**config.mk**
```make
export PLATFORM = sky130hd
export DESIGN_NAME = ccio_top
export DESIGN_NICKNAME = d
export VERILOG_FILES = /design/src/ccio_pkg.sv /design/src/ccio_pid_mem.sv /design/src/ccio_top.sv
export SDC_FILE = /design/constraint.sdc
export NUM_CORES = 1
export LEC_CHECK = 0
export BUFFER_PORTS_ARGS = -buffer_cell sky130_fd_sc_hd__buf_2
export CORE_AREA = 2 2 137 272
export DETAILED_ROUTE_END_ITERATION = 8
export DIE_AREA = 0 0 139 274
export PLACE_DENSITY = 0.72
export SLEW_MARGIN = 20
export SYNTH_ARGS = -nofsm -noshare
export SYNTH_HDL_FRONTEND = slang
export SYNTH_SLANG_ARGS = --single-unit
```
**constraint.sdc**
```tcl
create_clock -name i_sys_clk -period 5.4 [get_ports i_sys_clk]
set_input_delay 1.08 -clock i_sys_clk [delete_from_list [all_inputs] [get_ports i_sys_clk]]
set_output_delay 1.08 -clock i_sys_clk [all_outputs]
set_load 0.05 [all_outputs]
```
**src/ccio_pkg.sv**
```systemverilog
// Package of constants for the cascade contact I/O block
package ccio_pkg;
  localparam int CCIO_DATA_W = 16;
  localparam int CCIO_PID_SETS = 8;
  localparam int CCIO_PID_AW = 3;
  localparam logic [4:0] CCIO_PATTERN_OFFSET = 5'h10;
  localparam logic [4:0] CCIO_PATTERN_RST = 5'h01;
  localparam logic [2:0] CCIO_RET_PV = 3'h1;
  localparam logic [2:0] CCIO_RET_SP = 3'h2;
  localparam logic [2:0] CCIO_RET_OUT = 3'h3;
  localparam logic [2:0] CCIO_RET_LOOP_PWR = 3'h4;
  localparam logic [2:0] CCIO_RET_RST = 3'h1;
  localparam logic [7:0] CCIO_REG_CTRL = 8'h00;
  localparam logic [7:0] CCIO_REG_PRESET = 8'h04;
  localparam logic [7:0] CCIO_REG_STATUS = 8'h08;
  localparam logic [7:0] CCIO_REG_PATTERN = 8'h0C;
  localparam logic [7:0] CCIO_REG_PID_BASE = 8'h40;
  localparam logic [15:0] CCIO_PRESET_RST = 16'h0000;
  typedef enum logic [2:0] {
    CCIO_ST_IDLE = 3'b001,
    CCIO_ST_RUN = 3'b010,
    CCIO_ST_LOCAL = 3'b100
  } ccio_state_t;
endpackage

```
**src/ccio_pid_mem.sv**
```systemverilog
// Memory of PID tuning sets, registered read data
module ccio_pid_mem #(
  parameter int DEPTH = 8,
  parameter int AW = 3,
  parameter int W = 48
) (
  // Clock
  input wire logic i_sys_clk,
  // Write port
  input wire logic i_we,
  input wire logic [AW-1:0] i_waddr,
  input wire logic [W-1:0] i_wdata,
  // Read port
  input wire logic [AW-1:0] i_raddr,
  output logic [W-1:0] o_rdata
);
  logic [W-1:0] mem [DEPTH];
  initial begin
    if (DEPTH > (1 << AW)) begin
      $error("depth exceeds address range");
    end
  end
  always_ff @(posedge i_sys_clk) begin
    if (i_we) begin
      mem[i_waddr] <= i_wdata;
    end
    o_rdata <= mem[i_raddr];
  end
endmodule

```
**src/ccio_top.sv**
```systemverilog
// Contact input and output control of the cascade primary loop
//
// Decided for this implementation: the address-and-strobe port and the register addresses.
module ccio_top
  import ccio_pkg::*;
#(
  parameter int DATA_W = CCIO_DATA_W,
  parameter int PID_SETS = CCIO_PID_SETS
) (
  // Clock and reset
  input wire logic i_sys_clk,
  input wire logic i_reset,
  // Contact inputs
  input wire logic i_pattern_select_bit0,
  input wire logic i_pattern_select_bit1,
  input wire logic i_pattern_select_bit2,
  input wire logic i_pattern_select_bit3,
  input wire logic i_run_request_contact,
  input wire logic i_stop_request_contact,
  input wire logic i_tracking_switch_contact,
  input wire logic i_pattern_offset_contact,
  // Analog values from the secondary loop and the computing core
  input wire logic [DATA_W-1:0] i_tracking_analog_in,
  input wire logic [DATA_W-1:0] i_pid_result,
  input wire logic [DATA_W-1:0] i_process_value,
  input wire logic [DATA_W-1:0] i_program_setpoint,
  // Events from the computing core
  input wire logic i_process_event_a,
  input wire logic i_process_event_b,
  input wire logic i_instrument_alarm,
  input wire logic i_time_event_a,
  input wire logic i_time_event_b,
  input wire logic i_time_event_c,
  input wire logic i_fail,
  // Register port
  input wire logic [7:0] i_reg_addr,
  input wire logic [31:0] i_reg_wdata,
  input wire logic i_reg_wr,
  input wire logic i_reg_rd,
  output logic [31:0] o_reg_rdata,
  // Analog results and mode signals
  output logic [DATA_W-1:0] o_manipulated_output,
  output logic [DATA_W-1:0] o_retransmit_output,
  output logic o_loop_power_enable,
  output logic o_compute_enable,
  output logic o_compute_preload,
  output logic [DATA_W-1:0] o_preload_value,
  output logic [4:0] o_pattern_number,
  output logic o_program_running,
  output logic o_local_mode,
  // Contact outputs
  output logic o_process_event_a_out,
  output logic o_process_event_b_out,
  output logic o_instrument_alarm_out,
  output logic o_time_event_a_out,
  output logic o_time_event_b_out,
  output logic o_time_event_c_out,
  output logic o_health_ok_out
);
  localparam int PID_W = 3 * DATA_W;
  localparam int NDI = 8;

  // Three fields must cover the 32-bit register word
  if (DATA_W < 11 || DATA_W > 16 || PID_SETS != 8) begin : g_param_chk
    $error("DATA_W must be 11 to 16 and PID_SETS 8");
  end

  // Two-stage synchroniser per contact; only stage two is read
  logic [NDI-1:0] di_raw;
  logic [NDI-1:0] sync1_r;
  logic [NDI-1:0] sync2_r;
  logic [NDI-1:0] prev_r;
  logic [NDI-1:0] rise;
  assign di_raw = {i_pattern_offset_contact, i_tracking_switch_contact,
                   i_stop_request_contact, i_run_request_contact,
                   i_pattern_select_bit3, i_pattern_select_bit2,
                   i_pattern_select_bit1, i_pattern_select_bit0};

  genvar g;
  generate
    for (g = 0; g < NDI; g++) begin : g_sync
      always_ff @(posedge i_sys_clk) begin
        if (i_reset) begin
          sync1_r[g] <= 1'b0;
          sync2_r[g] <= 1'b0;
          prev_r[g] <= 1'b0;
        end else begin
          sync1_r[g] <= di_raw[g];
          sync2_r[g] <= sync1_r[g];
          prev_r[g] <= sync2_r[g];
        end
      end
      assign rise[g] = sync2_r[g] & ~prev_r[g];
    end
  endgenerate

  logic run_rise;
  logic stop_rise;
  logic trk_rise;
  logic trk_on;
  assign run_rise = rise[4];
  assign stop_rise = rise[5];
  assign trk_rise = rise[6];
  assign trk_on = sync2_r[6];

  // Register state
  logic [2:0] ret_sel_r;
  logic [2:0] ret_sel_nxt;
  logic [DATA_W-1:0] preset_r;
  logic [DATA_W-1:0] preset_nxt;
  logic [CCIO_PID_AW-1:0] pid_sel_r;
  logic [CCIO_PID_AW-1:0] pid_sel_nxt;
  logic [31:0] rdata_r;
  logic [31:0] rdata_nxt;
  logic pid_rd_r;
  logic pid_rd_nxt;
  logic pid_we;
  logic [CCIO_PID_AW-1:0] pid_addr;
  logic [PID_W-1:0] pid_rdata;
  logic [PID_W-1:0] pid_wdata;

  // Mode state
  ccio_state_t state_r;
  ccio_state_t state_nxt;
  logic [4:0] pattern_r;
  logic [4:0] pattern_nxt;
  logic [DATA_W-1:0] trk_latch_r;
  logic [DATA_W-1:0] trk_latch_nxt;
  logic trk_was_r;
  logic preload_nxt;
  logic [DATA_W-1:0] mv_nxt;
  logic [DATA_W-1:0] ret_nxt;

  // PID sets addressed at base plus four per set, three fields packed
  assign pid_addr = i_reg_addr[CCIO_PID_AW+1:2];
  assign pid_we = i_reg_wr && (i_reg_addr[7:6] == CCIO_REG_PID_BASE[7:6]);
  assign pid_wdata = {PID_W{1'b0}} | PID_W'(i_reg_wdata);

  ccio_pid_mem #(
    .DEPTH(PID_SETS),
    .AW(CCIO_PID_AW),
    .W(PID_W)
  ) u_pid_mem (
    .i_sys_clk(i_sys_clk),
    .i_we(pid_we),
    .i_waddr(pid_addr),
    .i_wdata(pid_wdata),
    .i_raddr(pid_rd_nxt ? pid_addr : pid_sel_r),
    .o_rdata(pid_rdata)
  );

  always_comb begin
    ret_sel_nxt = ret_sel_r;
    preset_nxt = preset_r;
    pid_sel_nxt = pid_sel_r;
    rdata_nxt = 32'h0;
    pid_rd_nxt = 1'b0;
    if (i_reg_wr) begin
      if (i_reg_addr == CCIO_REG_CTRL) begin
        ret_sel_nxt = i_reg_wdata[2:0];
        pid_sel_nxt = i_reg_wdata[6:4];
      end else if (i_reg_addr == CCIO_REG_PRESET) begin
        preset_nxt = i_reg_wdata[DATA_W-1:0];
      end
    end
    if (i_reg_rd) begin
      if (i_reg_addr[7:6] == CCIO_REG_PID_BASE[7:6]) begin
        pid_rd_nxt = 1'b1;
      end else begin
        unique case (i_reg_addr)
          CCIO_REG_CTRL: rdata_nxt = {25'h0, pid_sel_r, 1'b0, ret_sel_r};
          CCIO_REG_PRESET: rdata_nxt = 32'(preset_r);
          CCIO_REG_STATUS: rdata_nxt = {28'h0, trk_on, state_r};
          CCIO_REG_PATTERN: rdata_nxt = {27'h0, pattern_r};
          default: rdata_nxt = 32'h0;
        endcase
      end
    end
  end

  always_ff @(posedge i_sys_clk) begin
    if (i_reset) begin
      ret_sel_r <= CCIO_RET_RST;
      preset_r <= DATA_W'(CCIO_PRESET_RST);
      pid_sel_r <= '0;
      rdata_r <= 32'h0;
      pid_rd_r <= 1'b0;
    end else begin
      ret_sel_r <= ret_sel_nxt;
      preset_r <= preset_nxt;
      pid_sel_r <= pid_sel_nxt;
      rdata_r <= rdata_nxt;
      pid_rd_r <= pid_rd_nxt;
    end
  end
  assign o_reg_rdata = pid_rd_r ? pid_rdata[31:0] : rdata_r;

  // Mode sequencing; stop outranks run, tracking edge outranks both
  always_comb begin
    state_nxt = state_r;
    pattern_nxt = pattern_r;
    trk_latch_nxt = trk_on ? i_tracking_analog_in : trk_latch_r;
    preload_nxt = trk_was_r && !trk_on;
    unique case (state_r)
      CCIO_ST_IDLE: begin
        pattern_nxt = {1'b0, sync2_r[3:0]}
          + (sync2_r[7] ? CCIO_PATTERN_OFFSET : 5'h00);
        if (trk_rise) begin
          state_nxt = CCIO_ST_LOCAL;
        end else if (run_rise && !stop_rise) begin
          state_nxt = CCIO_ST_RUN;
        end
      end
      CCIO_ST_RUN, CCIO_ST_LOCAL: begin
        if (trk_rise) begin
          state_nxt = CCIO_ST_LOCAL;
        end else if (stop_rise) begin
          state_nxt = CCIO_ST_IDLE;
        end else if (run_rise) begin
          state_nxt = CCIO_ST_RUN;
        end
      end
      default: state_nxt = CCIO_ST_IDLE;
    endcase
    // Tracking overrides all; preset only when halted without it
    if (trk_on) begin
      mv_nxt = i_tracking_analog_in;
    end else if (state_r == CCIO_ST_IDLE) begin
      mv_nxt = preset_r;
    end else begin
      mv_nxt = i_pid_result;
    end
    unique case (ret_sel_r)
      CCIO_RET_PV: ret_nxt = i_process_value;
      CCIO_RET_SP: ret_nxt = i_program_setpoint;
      CCIO_RET_OUT: ret_nxt = o_manipulated_output;
      default: ret_nxt = '0;
    endcase
  end

  always_ff @(posedge i_sys_clk) begin
    if (i_reset) begin
      state_r <= CCIO_ST_IDLE;
      pattern_r <= CCIO_PATTERN_RST;
      trk_latch_r <= '0;
      trk_was_r <= 1'b0;
      o_manipulated_output <= '0;
      o_retransmit_output <= '0;
      o_loop_power_enable <= 1'b0;
      o_compute_enable <= 1'b0;
      o_compute_preload <= 1'b0;
      o_preload_value <= '0;
      o_process_event_a_out <= 1'b0;
      o_process_event_b_out <= 1'b0;
      o_instrument_alarm_out <= 1'b0;
      o_time_event_a_out <= 1'b0;
      o_time_event_b_out <= 1'b0;
      o_time_event_c_out <= 1'b0;
      o_health_ok_out <= 1'b0;
    end else begin
      state_r <= state_nxt;
      pattern_r <= pattern_nxt;
      trk_latch_r <= trk_latch_nxt;
      trk_was_r <= trk_on;
      o_manipulated_output <= mv_nxt;
      o_retransmit_output <= ret_nxt;
      o_loop_power_enable <= (ret_sel_r == CCIO_RET_LOOP_PWR);
      o_compute_enable <= !trk_on && (state_r != CCIO_ST_IDLE);
      o_compute_preload <= preload_nxt;
      o_preload_value <= trk_latch_r;
      o_process_event_a_out <= i_process_event_a;
      o_process_event_b_out <= i_process_event_b;
      o_instrument_alarm_out <= i_instrument_alarm;
      o_time_event_a_out <= i_time_event_a;
      o_time_event_b_out <= i_time_event_b;
      o_time_event_c_out <= i_time_event_c;
      o_health_ok_out <= !i_fail;
    end
  end
  assign o_pattern_number = pattern_r;
  assign o_program_running = state_r[1];
  assign o_local_mode = state_r[2];
endmodule

```
# Word level (Yosys, flattened, before mapping)
# Memories as Yosys holds them, arrays and structs flattened. A register that Yosys moved wholly into a read port is not among the register bits.
# Cells that the tools add are included.
dict set report classes {
  n_addsub 1
  eq_ne 14
  muxes 17
  bitwise_logic 8
  reduce_logical 13
}
# op count
set ops {}
lappend ops {{$pmux W16 S4} 1}
lappend ops {{$pmux W16 S3} 1}
lappend ops {{$mux W16} 2}
lappend ops {{$mux W32} 1}
lappend ops {{$mux W3} 6}
lappend ops {{$eq A8 B4 Y1 const B} 2}
lappend ops {{$eq A3 B2 Y1 const B} 3}
lappend ops {{$eq A8 B3 Y1 const B} 1}
lappend ops {{$logic_not A8 Y1} 1}
lappend ops {{$eq A3 B1 Y1 const B} 2}
lappend ops {{$eq A3 B3 Y1 const B} 2}
lappend ops {{$pmux W3 S2} 1}
lappend ops {{$add A4 B5 Y5} 1}
lappend ops {{$mux W5} 1}
lappend ops {{$not A1 Y1} 5}
lappend ops {{$logic_and A1 B1 Y1} 4}
lappend ops {{$mux W1} 4}
lappend ops {{$ne A4 B4 Y1 const B} 1}
lappend ops {{$reduce_and A2 Y1} 2}
lappend ops {{$and A1 B1 Y1} 3}
lappend ops {{$logic_not A1 Y1} 3}
lappend ops {{$ne A3 B1 Y1 const B} 1}
lappend ops {{$ne A3 B3 Y1 const B} 1}
lappend ops {{$reduce_and A3 Y1} 1}
lappend ops {{3 further kinds} 3}
dict set report totals {
  regBits 156
  ram_bits 256
  output_inout_bits 97
  mem_count 1
}
# name depth width read_ports rd_clocked_by_memory_dff write_ports line
set mem_list {}
lappend mem_list {u_pid_mem.mem 8 32 1 1 1 ccio_pid_mem.sv:17} ;# logic [W-1:0] mem [DEPTH];

# Logic depth before layout (Yosys ltp)
# Gate-level depths: netlist of run 1.
dict set report logic_depth {
  ltp_word 7
  mapped_depth 7
  mapped_depth_nobuf 5
}

# Modules after synthesis
# Synthesis of run 1 repeated with hierarchy kept, for this count alone.
dict set report hier_totals {
  hier_cells 1151
  area_unflattened_um2 21017.7
}
# mod instances cells_per_inst area_per_inst_um2
set by_module_without_submodules {}
lappend by_module_without_submodules {ccio_pid_mem 1 616 15620.0}
lappend by_module_without_submodules {ccio_top 1 535 5397.7}

# Least setup slack after synthesis of run 1
# Ideal clock, no wire load.
dict set report synth_path {
  kind {input port to flip-flop}
  start {input i_reg_addr[2]}
  end {memory u_pid_mem.mem[1][0] in the netlist's numbering (enable)}
  arrival_ps 3838
  t_required_ps 4939
  setup_slack_ps 1101
  stages 3
  path_buffers 1
  path_cell_list {buf_1 > nand3_1 > nor3_1}
}
# element line
set synth_rtl {}
lappend synth_rtl {{start, declared} ccio_top.sv:36} ;# input wire logic [7:0] i_reg_addr,
lappend synth_rtl {{end, declared} ccio_pid_mem.sv:17}
# No word-level cell before the write port.

# Worst setup path after layout of run 1
dict set report layout_path {
  start {register pid_rd_r}
  end {output o_reg_rdata[6]}
}
dict set report layout_via {
  elab_chain_len 1
}
# element line
set layout_rtl {}
lappend layout_rtl {{start, declared} ccio_top.sv:115} ;# logic pid_rd_r;
lappend layout_rtl {{start signal, assigned} ccio_top.sv:193} ;# pid_rd_r <= pid_rd_nxt;
lappend layout_rtl {{$mux W32} ccio_top.sv:196} ;# assign o_reg_rdata = pid_rd_r ? pid_rdata[31:0] : rdata_r;
lappend layout_rtl {{end, declared} ccio_top.sv:40} ;# output logic [31:0] o_reg_rdata,
# No other way between the ends.

==> impl_metrics.yaml, run 1 <==
route:
  final_antenna_net_count: 0
  initialDrtViolationCount: 480
  firstDrtPassIters: 4
  dr_total_vias: 9121
  wire_per_inst_um: 20.58
  drc: 0
  drt-total-wl_mm: 35.88
  via_per_inst: 5.233
logic_synthesis:
  seq_area_frac_synth_pct: 69.76
  syn_area_per_cell_um2: 15.36
  syn_nets: 1162
  synthArstFlopShare_pct: 0
  yosys_warnings: 0
  synth-edff-count: 256
  netlist_area_um2: 15960
  synthFlopType: "edfxtp_1"
  ys_ff_latch: 428
  synth.distinct_cells: 42
  syn-instance-count: 1039
timing:
  finalSetupTns_ps: 0
  tightest_slew_ps: 903.6
  finalHoldViolCount: 0
  slew_headroom_pct: 39.67
  fin_hold_ws_ps: 435.6
  period_needed_ps: 3013
  setup_slack_ps: 2387
  min_period_over_period_pct: 55.80
  final-setup-viol-count: 0
  fmax_mhz: 331.9
  drv_slew: 0
  skew_ps: 18.75
  rsz0062_at_grt: "no"
outcome:
  status: "complete, no violations"
placement:
  portBuffers: 219
  pre_cts_slack_ps: 1945
  hpwl_mm: 23.19
  dpl-instance-area_um2: 17530
  routabilityCongestion: 0.9052
critical_path:
  cp_num_buf_inv: 2
  critPathKind: "reg -> out"
  startpoint_type: "flip-flop"
  crit_path_max_fanout: 32
  crit_family: "buffers and inverters"
  worstPathArrival_ps: 1930
  cpMaxStageDelayCell: "mux2_2"
  end_kind: "primary output"
  critPathRequiredTime_ps: 4320
  crit_chain: "buf_4 > mux2_2 > buf_2"
  critPathMaxStageDelay_ps: 430
cts:
  root_buffer: "clkbuf_16"
  clk_pin_slew_ps: 70
  cts.sinks: 428
  clkLatencyLatePin_ps: 540
  clockBufferDepth: 3
  ctsResizeCount: 0
  cts_tree: "yes"
  cts_buffers: 38
  htree_levels: 2
  cts_setup_buffers: 0
  cts_hold_buf: 0
global_route:
  grt_usage_pct: 18.26
  grt_pass1_wl_mm: 53.90
  antenna_found_initial: 9
  grt_max_degree: 63
  grt.overflow.total: 0
  grt_pass1_vias: 9360
power_and_ir_drop:
  p_comb_share_pct: 6.4
  p_switching_mw: 1.472
  clkPwrFrac_pct: 40.7
  switching_share_pct: 21.89
  p_per_area_nw_per_um2: 357.1
  leakage_nw: 7.728
  p_seq_share_pct: 52.9
  peakVddDrop_uv: 306.9
  internal_power_mw: 5.252
floorplan:
  die_area_um2: 38090
  fp-row-count: 99
  coreArea_um2: 36170
  io_pins: 220
  chipHeight_um: 274
  initial_core_util_pct: 44.12
  die_width_um: 139
finish:
  fill_cells: 2978
  fin_util_pct: 52.05
  fin_area_um2: 18830
  drive_gt1_share_pct: 35.12
  areaGrowthSynthToFinish_pct: 17.99
  fin_nets: 1378
hold_path:
  hp-class: "reg -> reg"
job:
  maxCapViolations: 0
==> sequential cells by signal, indices dropped and copies added (netlist names), 2 cells and up <==
name and flops:
u_pid_mem.mem 256, u_pid_mem.o_rdata 32, o_manipulated_output 16, o_preload_value 16, o_retransmit_output 16, preset_r 16
rdata_r 16, trk_latch_r 16, sync1_r 8, sync2_r 7, o_pattern_number 5, pid_sel_r 3
ret_sel_r 3, state_r 3, prev_r 2
==> worst reg2reg max path, cell delays in order (launching register included) <==
cell,delay [ps]
dfxtp_1,340
mux2i_1,510
nand2_2,670
o22ai_1,460
a221oi_2,50
==> cells by family (layout without fill, tap and decap cells) <==
group / count (synthesis) / in the layout / share of synthesized area [%]
AND/OR/NAND/NOR: 213 / 213 / 6.987
AO/OA/AOI/OAI: 106 / 106 / 5.857
flip-flops: 428 / 428 / 69.76
buffers and inverters: 63 / 308 / 2.039
XOR/XNOR: 1 / 1 / 0.05490
multiplexers: 228 / 228 / 15.31
other: 0 / 5 / 0
==> power by group through the flow <==
| stage | combinational, mW | clock [mW] | sequential [mW] |
|---|---|---|---|
| final | 0.428 | 2.74 | 3.56 |
| after global routing | 0.458 | 2.91 | 3.56 |
| after CTS | 0.431 | 2.79 | 3.56 |
| after detailed placement | 0.429 | 0 | 3.63 |
| after global placement | 0.417 | 0 | 3.63 |
| after floorplan | 0.204 | 0 | 3.70 |
==> worst paths after layout <==
path                                end    startpoint  slack [ps]  depth (start not counted)
hold / removal                   trk_on    sync1_r[6]         440                          1
setup / recovery         o_reg_rdata[6]      pid_rd_r        2390                          3
hold reg to reg                  trk_on    sync1_r[6]         440                          1
setup reg to reg  u_pid_mem.o_rdata[19]  pid_sel_r[2]        3220                          4
==> through the flow <==
step,std cells,power [mW]
3_3_place_gp,1669,4.044
5_1_grt,1743,6.934
4_1_cts,1738,6.783
3_5_place_dp,1669,4.058
2_1_floorplan,1039,3.902
6_report,1743,6.724
==> per-layer routing <==
metal	wire (um)	part of all wire, %	vias up	GRT usage (%)
li1	-	-	4293	-
met1	14390	40	4482	22.12
met2	18620	52	287	32.40
met3	2030	5.7	51	3.842
met4	784	2.2	8	6.140
met5	43	0.12	-	0
==> cells in the mapped netlist (2+ instances only) <==
library cell,count,area share (%)
a211o_1,2,0.11
nor2b_1,52,2.0
nor3_1,6,0.19
nand2_1,4,0.094
mux2i_1,127,8.0
nor4b_1,2,0.11
a221oi_2,30,2.8
mux4_2,3,0.42
clkbuf_1,33,0.78
nor2_1,109,2.6
buf_2,8,0.25
edfxtp_1,256,48
a221oi_1,2,0.11
buf_4,7,0.33
and2_1,25,0.98
a21oi_1,17,0.53
a22oi_1,17,0.80
dfxtp_1,172,22
nor3b_1,2,0.094
buf_6,7,0.49
buf_1,6,0.14
o22ai_1,32,1.3
a31oi_1,2,0.078
inv_1,2,0.047
mux2_2,97,6.8
nand2b_1,2,0.078
o21ai_0,2,0.063
==> layout by cell type, fill, tap and decap left out, types with 3 or more instances in the layout <==
cell type and n:
nor2_1 101, dfxtp_1 171, bufinv_16 3, mux2_2 97
o22ai_1 32, a21oi_1 17, clkinvlp_4 3, diode_2 5
buf_2 218, a221oi_2 30, mux2i_1 126, clkbuf_1 6
buf_4 19, clkbuf_16 40, inv_1 3, clkbuf_8 5
nor2_4 8, mux4_2 3, a22oi_1 17, edfxtp_1 256
nand2_1 3, clkinv_2 7, nor3_1 4, nor2b_1 51
and2_1 25
==> area by class of cell <==
cell class              count  area [um2]  share of cell area (%)
inverters                   2       7.507                 0.03988
multi-input cells         548        4597                   24.42
flip-flops and latches    428       11130                   59.14
well taps                 454       568.0                   3.017
diodes                      5       12.51                 0.06646
repair buffers            237        1234                   6.553
clock buffers              51        1092                   5.802
clock inverters            18       181.4                  0.9636
Note: power is estimated with default switching activity, not from simulation.
==> run 2: changes to the inputs <==
Settings changed: ABC_AREA set to 1, CORE_AREA 2 2 137 272 to 2 2 143 285, DIE_AREA 0 0 139 274 to 0 0 145 287, PLACE_DENSITY 0.72 to 0.74.
Clock period 5.4 ns to 2.66 ns, I/O delays scaled along.
==> run 2 against run 1 <==
Compared with the run above:
- the flow now finishes with violations (design-rule violations)
- synthesized cell count is 78% higher
- sequential cell count unchanged
- die area rose by 9.3%
- clock-buffer cell count down 6
- setup slack lost 2100 ps
- first-iteration DRC count is 91% higher
- register-to-register slack got worse by 2200 ps
- cell count rose by 50%
- power rose by 110%
- clock skew is 1.7 ps higher
- largest cell class unchanged
- highest routed layer is now met4
==> impl_metrics.yaml, run 2 <==
logic_synthesis:
  yosysTopAreaCell: "edfxtp_1"
  synth.distinct_cells: 31
  synth_top_area_share_pct: 43.75
  synth_compound_area_share_pct: 4.023
  seq_area_frac_synth_pct: 63.35
  synth_top_family_by_area: "simple AND/OR/NAND/NOR gates"
  syn-instance-count: 1851
  synth-edff-count: 256
  syn_nets: 1974
  netlist_area_um2: 17570
  synth_commonest_cells: "nand2_1, inv_1, nand3_1"
  yosysMostFrequentCell: "nand2_1"
  yosys_warnings: 0
  synth_area_leaders: "edfxtp_1, dfxtp_1, nand2_1, inv_1, nand3_1"
  synth-xor-area-share_pct: 0
  muxShareOfSynthArea_pct: 1.025
  syn_area_per_cell_um2: 9.492
  ys_ff_latch: 428
  synth-simple-area-share_pct: 20.51
  synthFlopType: "edfxtp_1"
  synthArstFlopShare_pct: 0
  synth_fa_ha_area_share_pct: 0
route:
  initialDrtViolationCount: 915
  dr_total_vias: 13010
  via_per_inst: 4.992
  firstDrtPassIters: 9
  wire_per_inst_um: 17.26
  final_antenna_net_count: 0
  drc: 2
  drt-total-wl_mm: 44.99
critical_path:
  crit_path_max_fanout: 23
  cpMaxStageDelayCell: "dfxtp_4"
  startpoint_type: "flip-flop"
  cp_num_buf_inv: 1
  critPathMaxStageDelay_ps: 640
  worstPathArrival_ps: 1880
  critPathRequiredTime_ps: 2130
  end_kind: "primary output"
  critPathKind: "reg -> out"
  crit_chain: "mux2_2 > buf_2"
  crit_family: "flip-flops"
floorplan:
  io_pins: 220
  chipHeight_um: 287
  initial_core_util_pct: 44.70
  die_width_um: 145
  fp-row-count: 103
  coreArea_um2: 39310
  die_area_um2: 41620
finish:
  final_cell_mix: "inv_1, nand2_1, nand3_1, edfxtp_1, buf_2"
  drive_gt1_share_pct: 17.08
  reg.largest.list: "u_pid_mem.mem x256, u_pid_mem.o_rdata x32"
  fin_util_pct: 52.18
  top_register: "u_pid_mem.mem"
  fin_nets: 2174
  areaGrowthSynthToFinish_pct: 16.72
  largest_register_ffs: 256
power_and_ir_drop:
  leakage_nw: 9.431
  peakVddDrop_uv: 490.1
  p_total_mw: 13.86
  p_per_area_nw_per_um2: 675.8
placement:
  routabilityCongestion: 0.8816
  portBuffers: 219
  hpwl_mm: 29.59
global_route:
  use_met1_pct: 21.54
  grt.overflow.total: 0
  grt_usage_pct: 21.38
  grt.busiest_layer: "met2"
  use_met2_pct: 42.21
  grt_pass1_wl_mm: 70.07
  grt_max_degree: 129
  grt_pass1_vias: 13360
  antenna_found_initial: 1
  grtUsageMet3_pct: 2.952
timing:
  tightest_slew_ps: 1039
  period_needed_ps: 2408
  finalSetupTns_ps: 0
  slew_headroom_pct: 30.63
  fmax_mhz: 415.2
  rsz0062_at_grt: "no"
  drv_slew: 0
  finalHoldViolCount: 0
  min_period_over_period_pct: 90.54
  final-setup-viol-count: 0
  skew_ps: 20.46
cts:
  clkLatencyLatePin_ps: 560
  cts_buffers: 36
  clk_pin_slew_ps: 70
  ctsResizeCount: 0
  root_buffer: "clkbuf_16"
  cts_tree: "yes"
  cts_hold_buf: 0
  htree_levels: 2
  cts.sinks: 428
  clockBufferDepth: 3
  cts_setup_buffers: 0
job:
  maxCapViolations: 0
outcome:
  failed_checks: "design-rule violations"
  status: "finished, violations left"
hold_path:
  hp-class: "in -> reg"
## run 2: changes by cell type in the layout (fill, tap and decap cells not counted), sizes merged, moves of 25 or more
cell | previous run | this run
mux2 | 98 | 16
mux2i | 127 | 0
inv | 5 | 378
a221oi | 32 | 0
nor2 | 109 | 138
nand3b | 3 | 32
nand2 | 4 | 374
and2 | 25 | 0
nor2b | 52 | 0
nand3 | 3 | 269
## run 2: final cells by class
class | instances | area [um2]
Fill cell | 3426 | 18800
Sequential cell | 428 | 11130
Multi-Input combinational cell | 954 | 4574
Timing Repair Buffer | 256 | 1511
Inverter | 375 | 1410
Clock buffer | 45 | 965.9
Tap cell | 525 | 656.9
Clock inverter | 21 | 250.2
Antenna cell | 2 | 5.005
## run 2: metrics by stage
stage	area, um2	std cells	hold WS [ps]	worst slack (ps)
floorplan	17570	1851	388.3	-35.51
global placement	19280	2538	394.1	430.0
detailed placement	19280	2538	394.7	413.2
CTS	20500	2604	113.7	3.751
global route	20510	2605	127.2	224.0
finish	20510	2606	132.3	251.6
## run 2: worst register-to-register path, stage by stage, from the launching register on
cell     delay, ps
dfxtp_1        340
inv_1          100
nand3_1        110
inv_1          610
nand2_1        110
nand2_1        120
nand3_1         80
a21oi_1        130
## run 2: final timing paths
| check | startpoint | cells after the start | slack, ps | endpoint |
|---|---|---|---|---|
| setup / recovery | pid_rd_r | 2 | 250 | o_reg_rdata[14] |
| hold / removal | i_fail | 2 | 130 | o_health_ok_out |
| setup reg to reg | state_r[1] | 7 | 990 | state_r[2] |
| hold reg to reg | sync1_r[3] | 2 | 400 | sync2_r[3] |
## run 2: cells by family (layout without fill, tap and decap cells)
group	Yosys count	after routing
compound gates	115	115
buf+inv	469	697
flops	428	428
mux	16	16
other cells	0	2
simple gates	823	823
## run 2: routing by layer
metal | share of wire [%] | up-vias
li1 | - | 6286
met1 | 35 | 6178
met2 | 56 | 436
met3 | 4.9 | 108
met4 | 4.6 | 0
met5 | 0 | -
## run 2: power breakdown
group	switching, mW	total (mW)	internal, mW	leakage (nW)
Combinational	0.810	1.12	0.310	5.13
Clock	2.46	5.48	3.02	0.585
Sequential	0.0711	7.25	7.18	3.72
Total	3.34	13.9	10.5	9.43
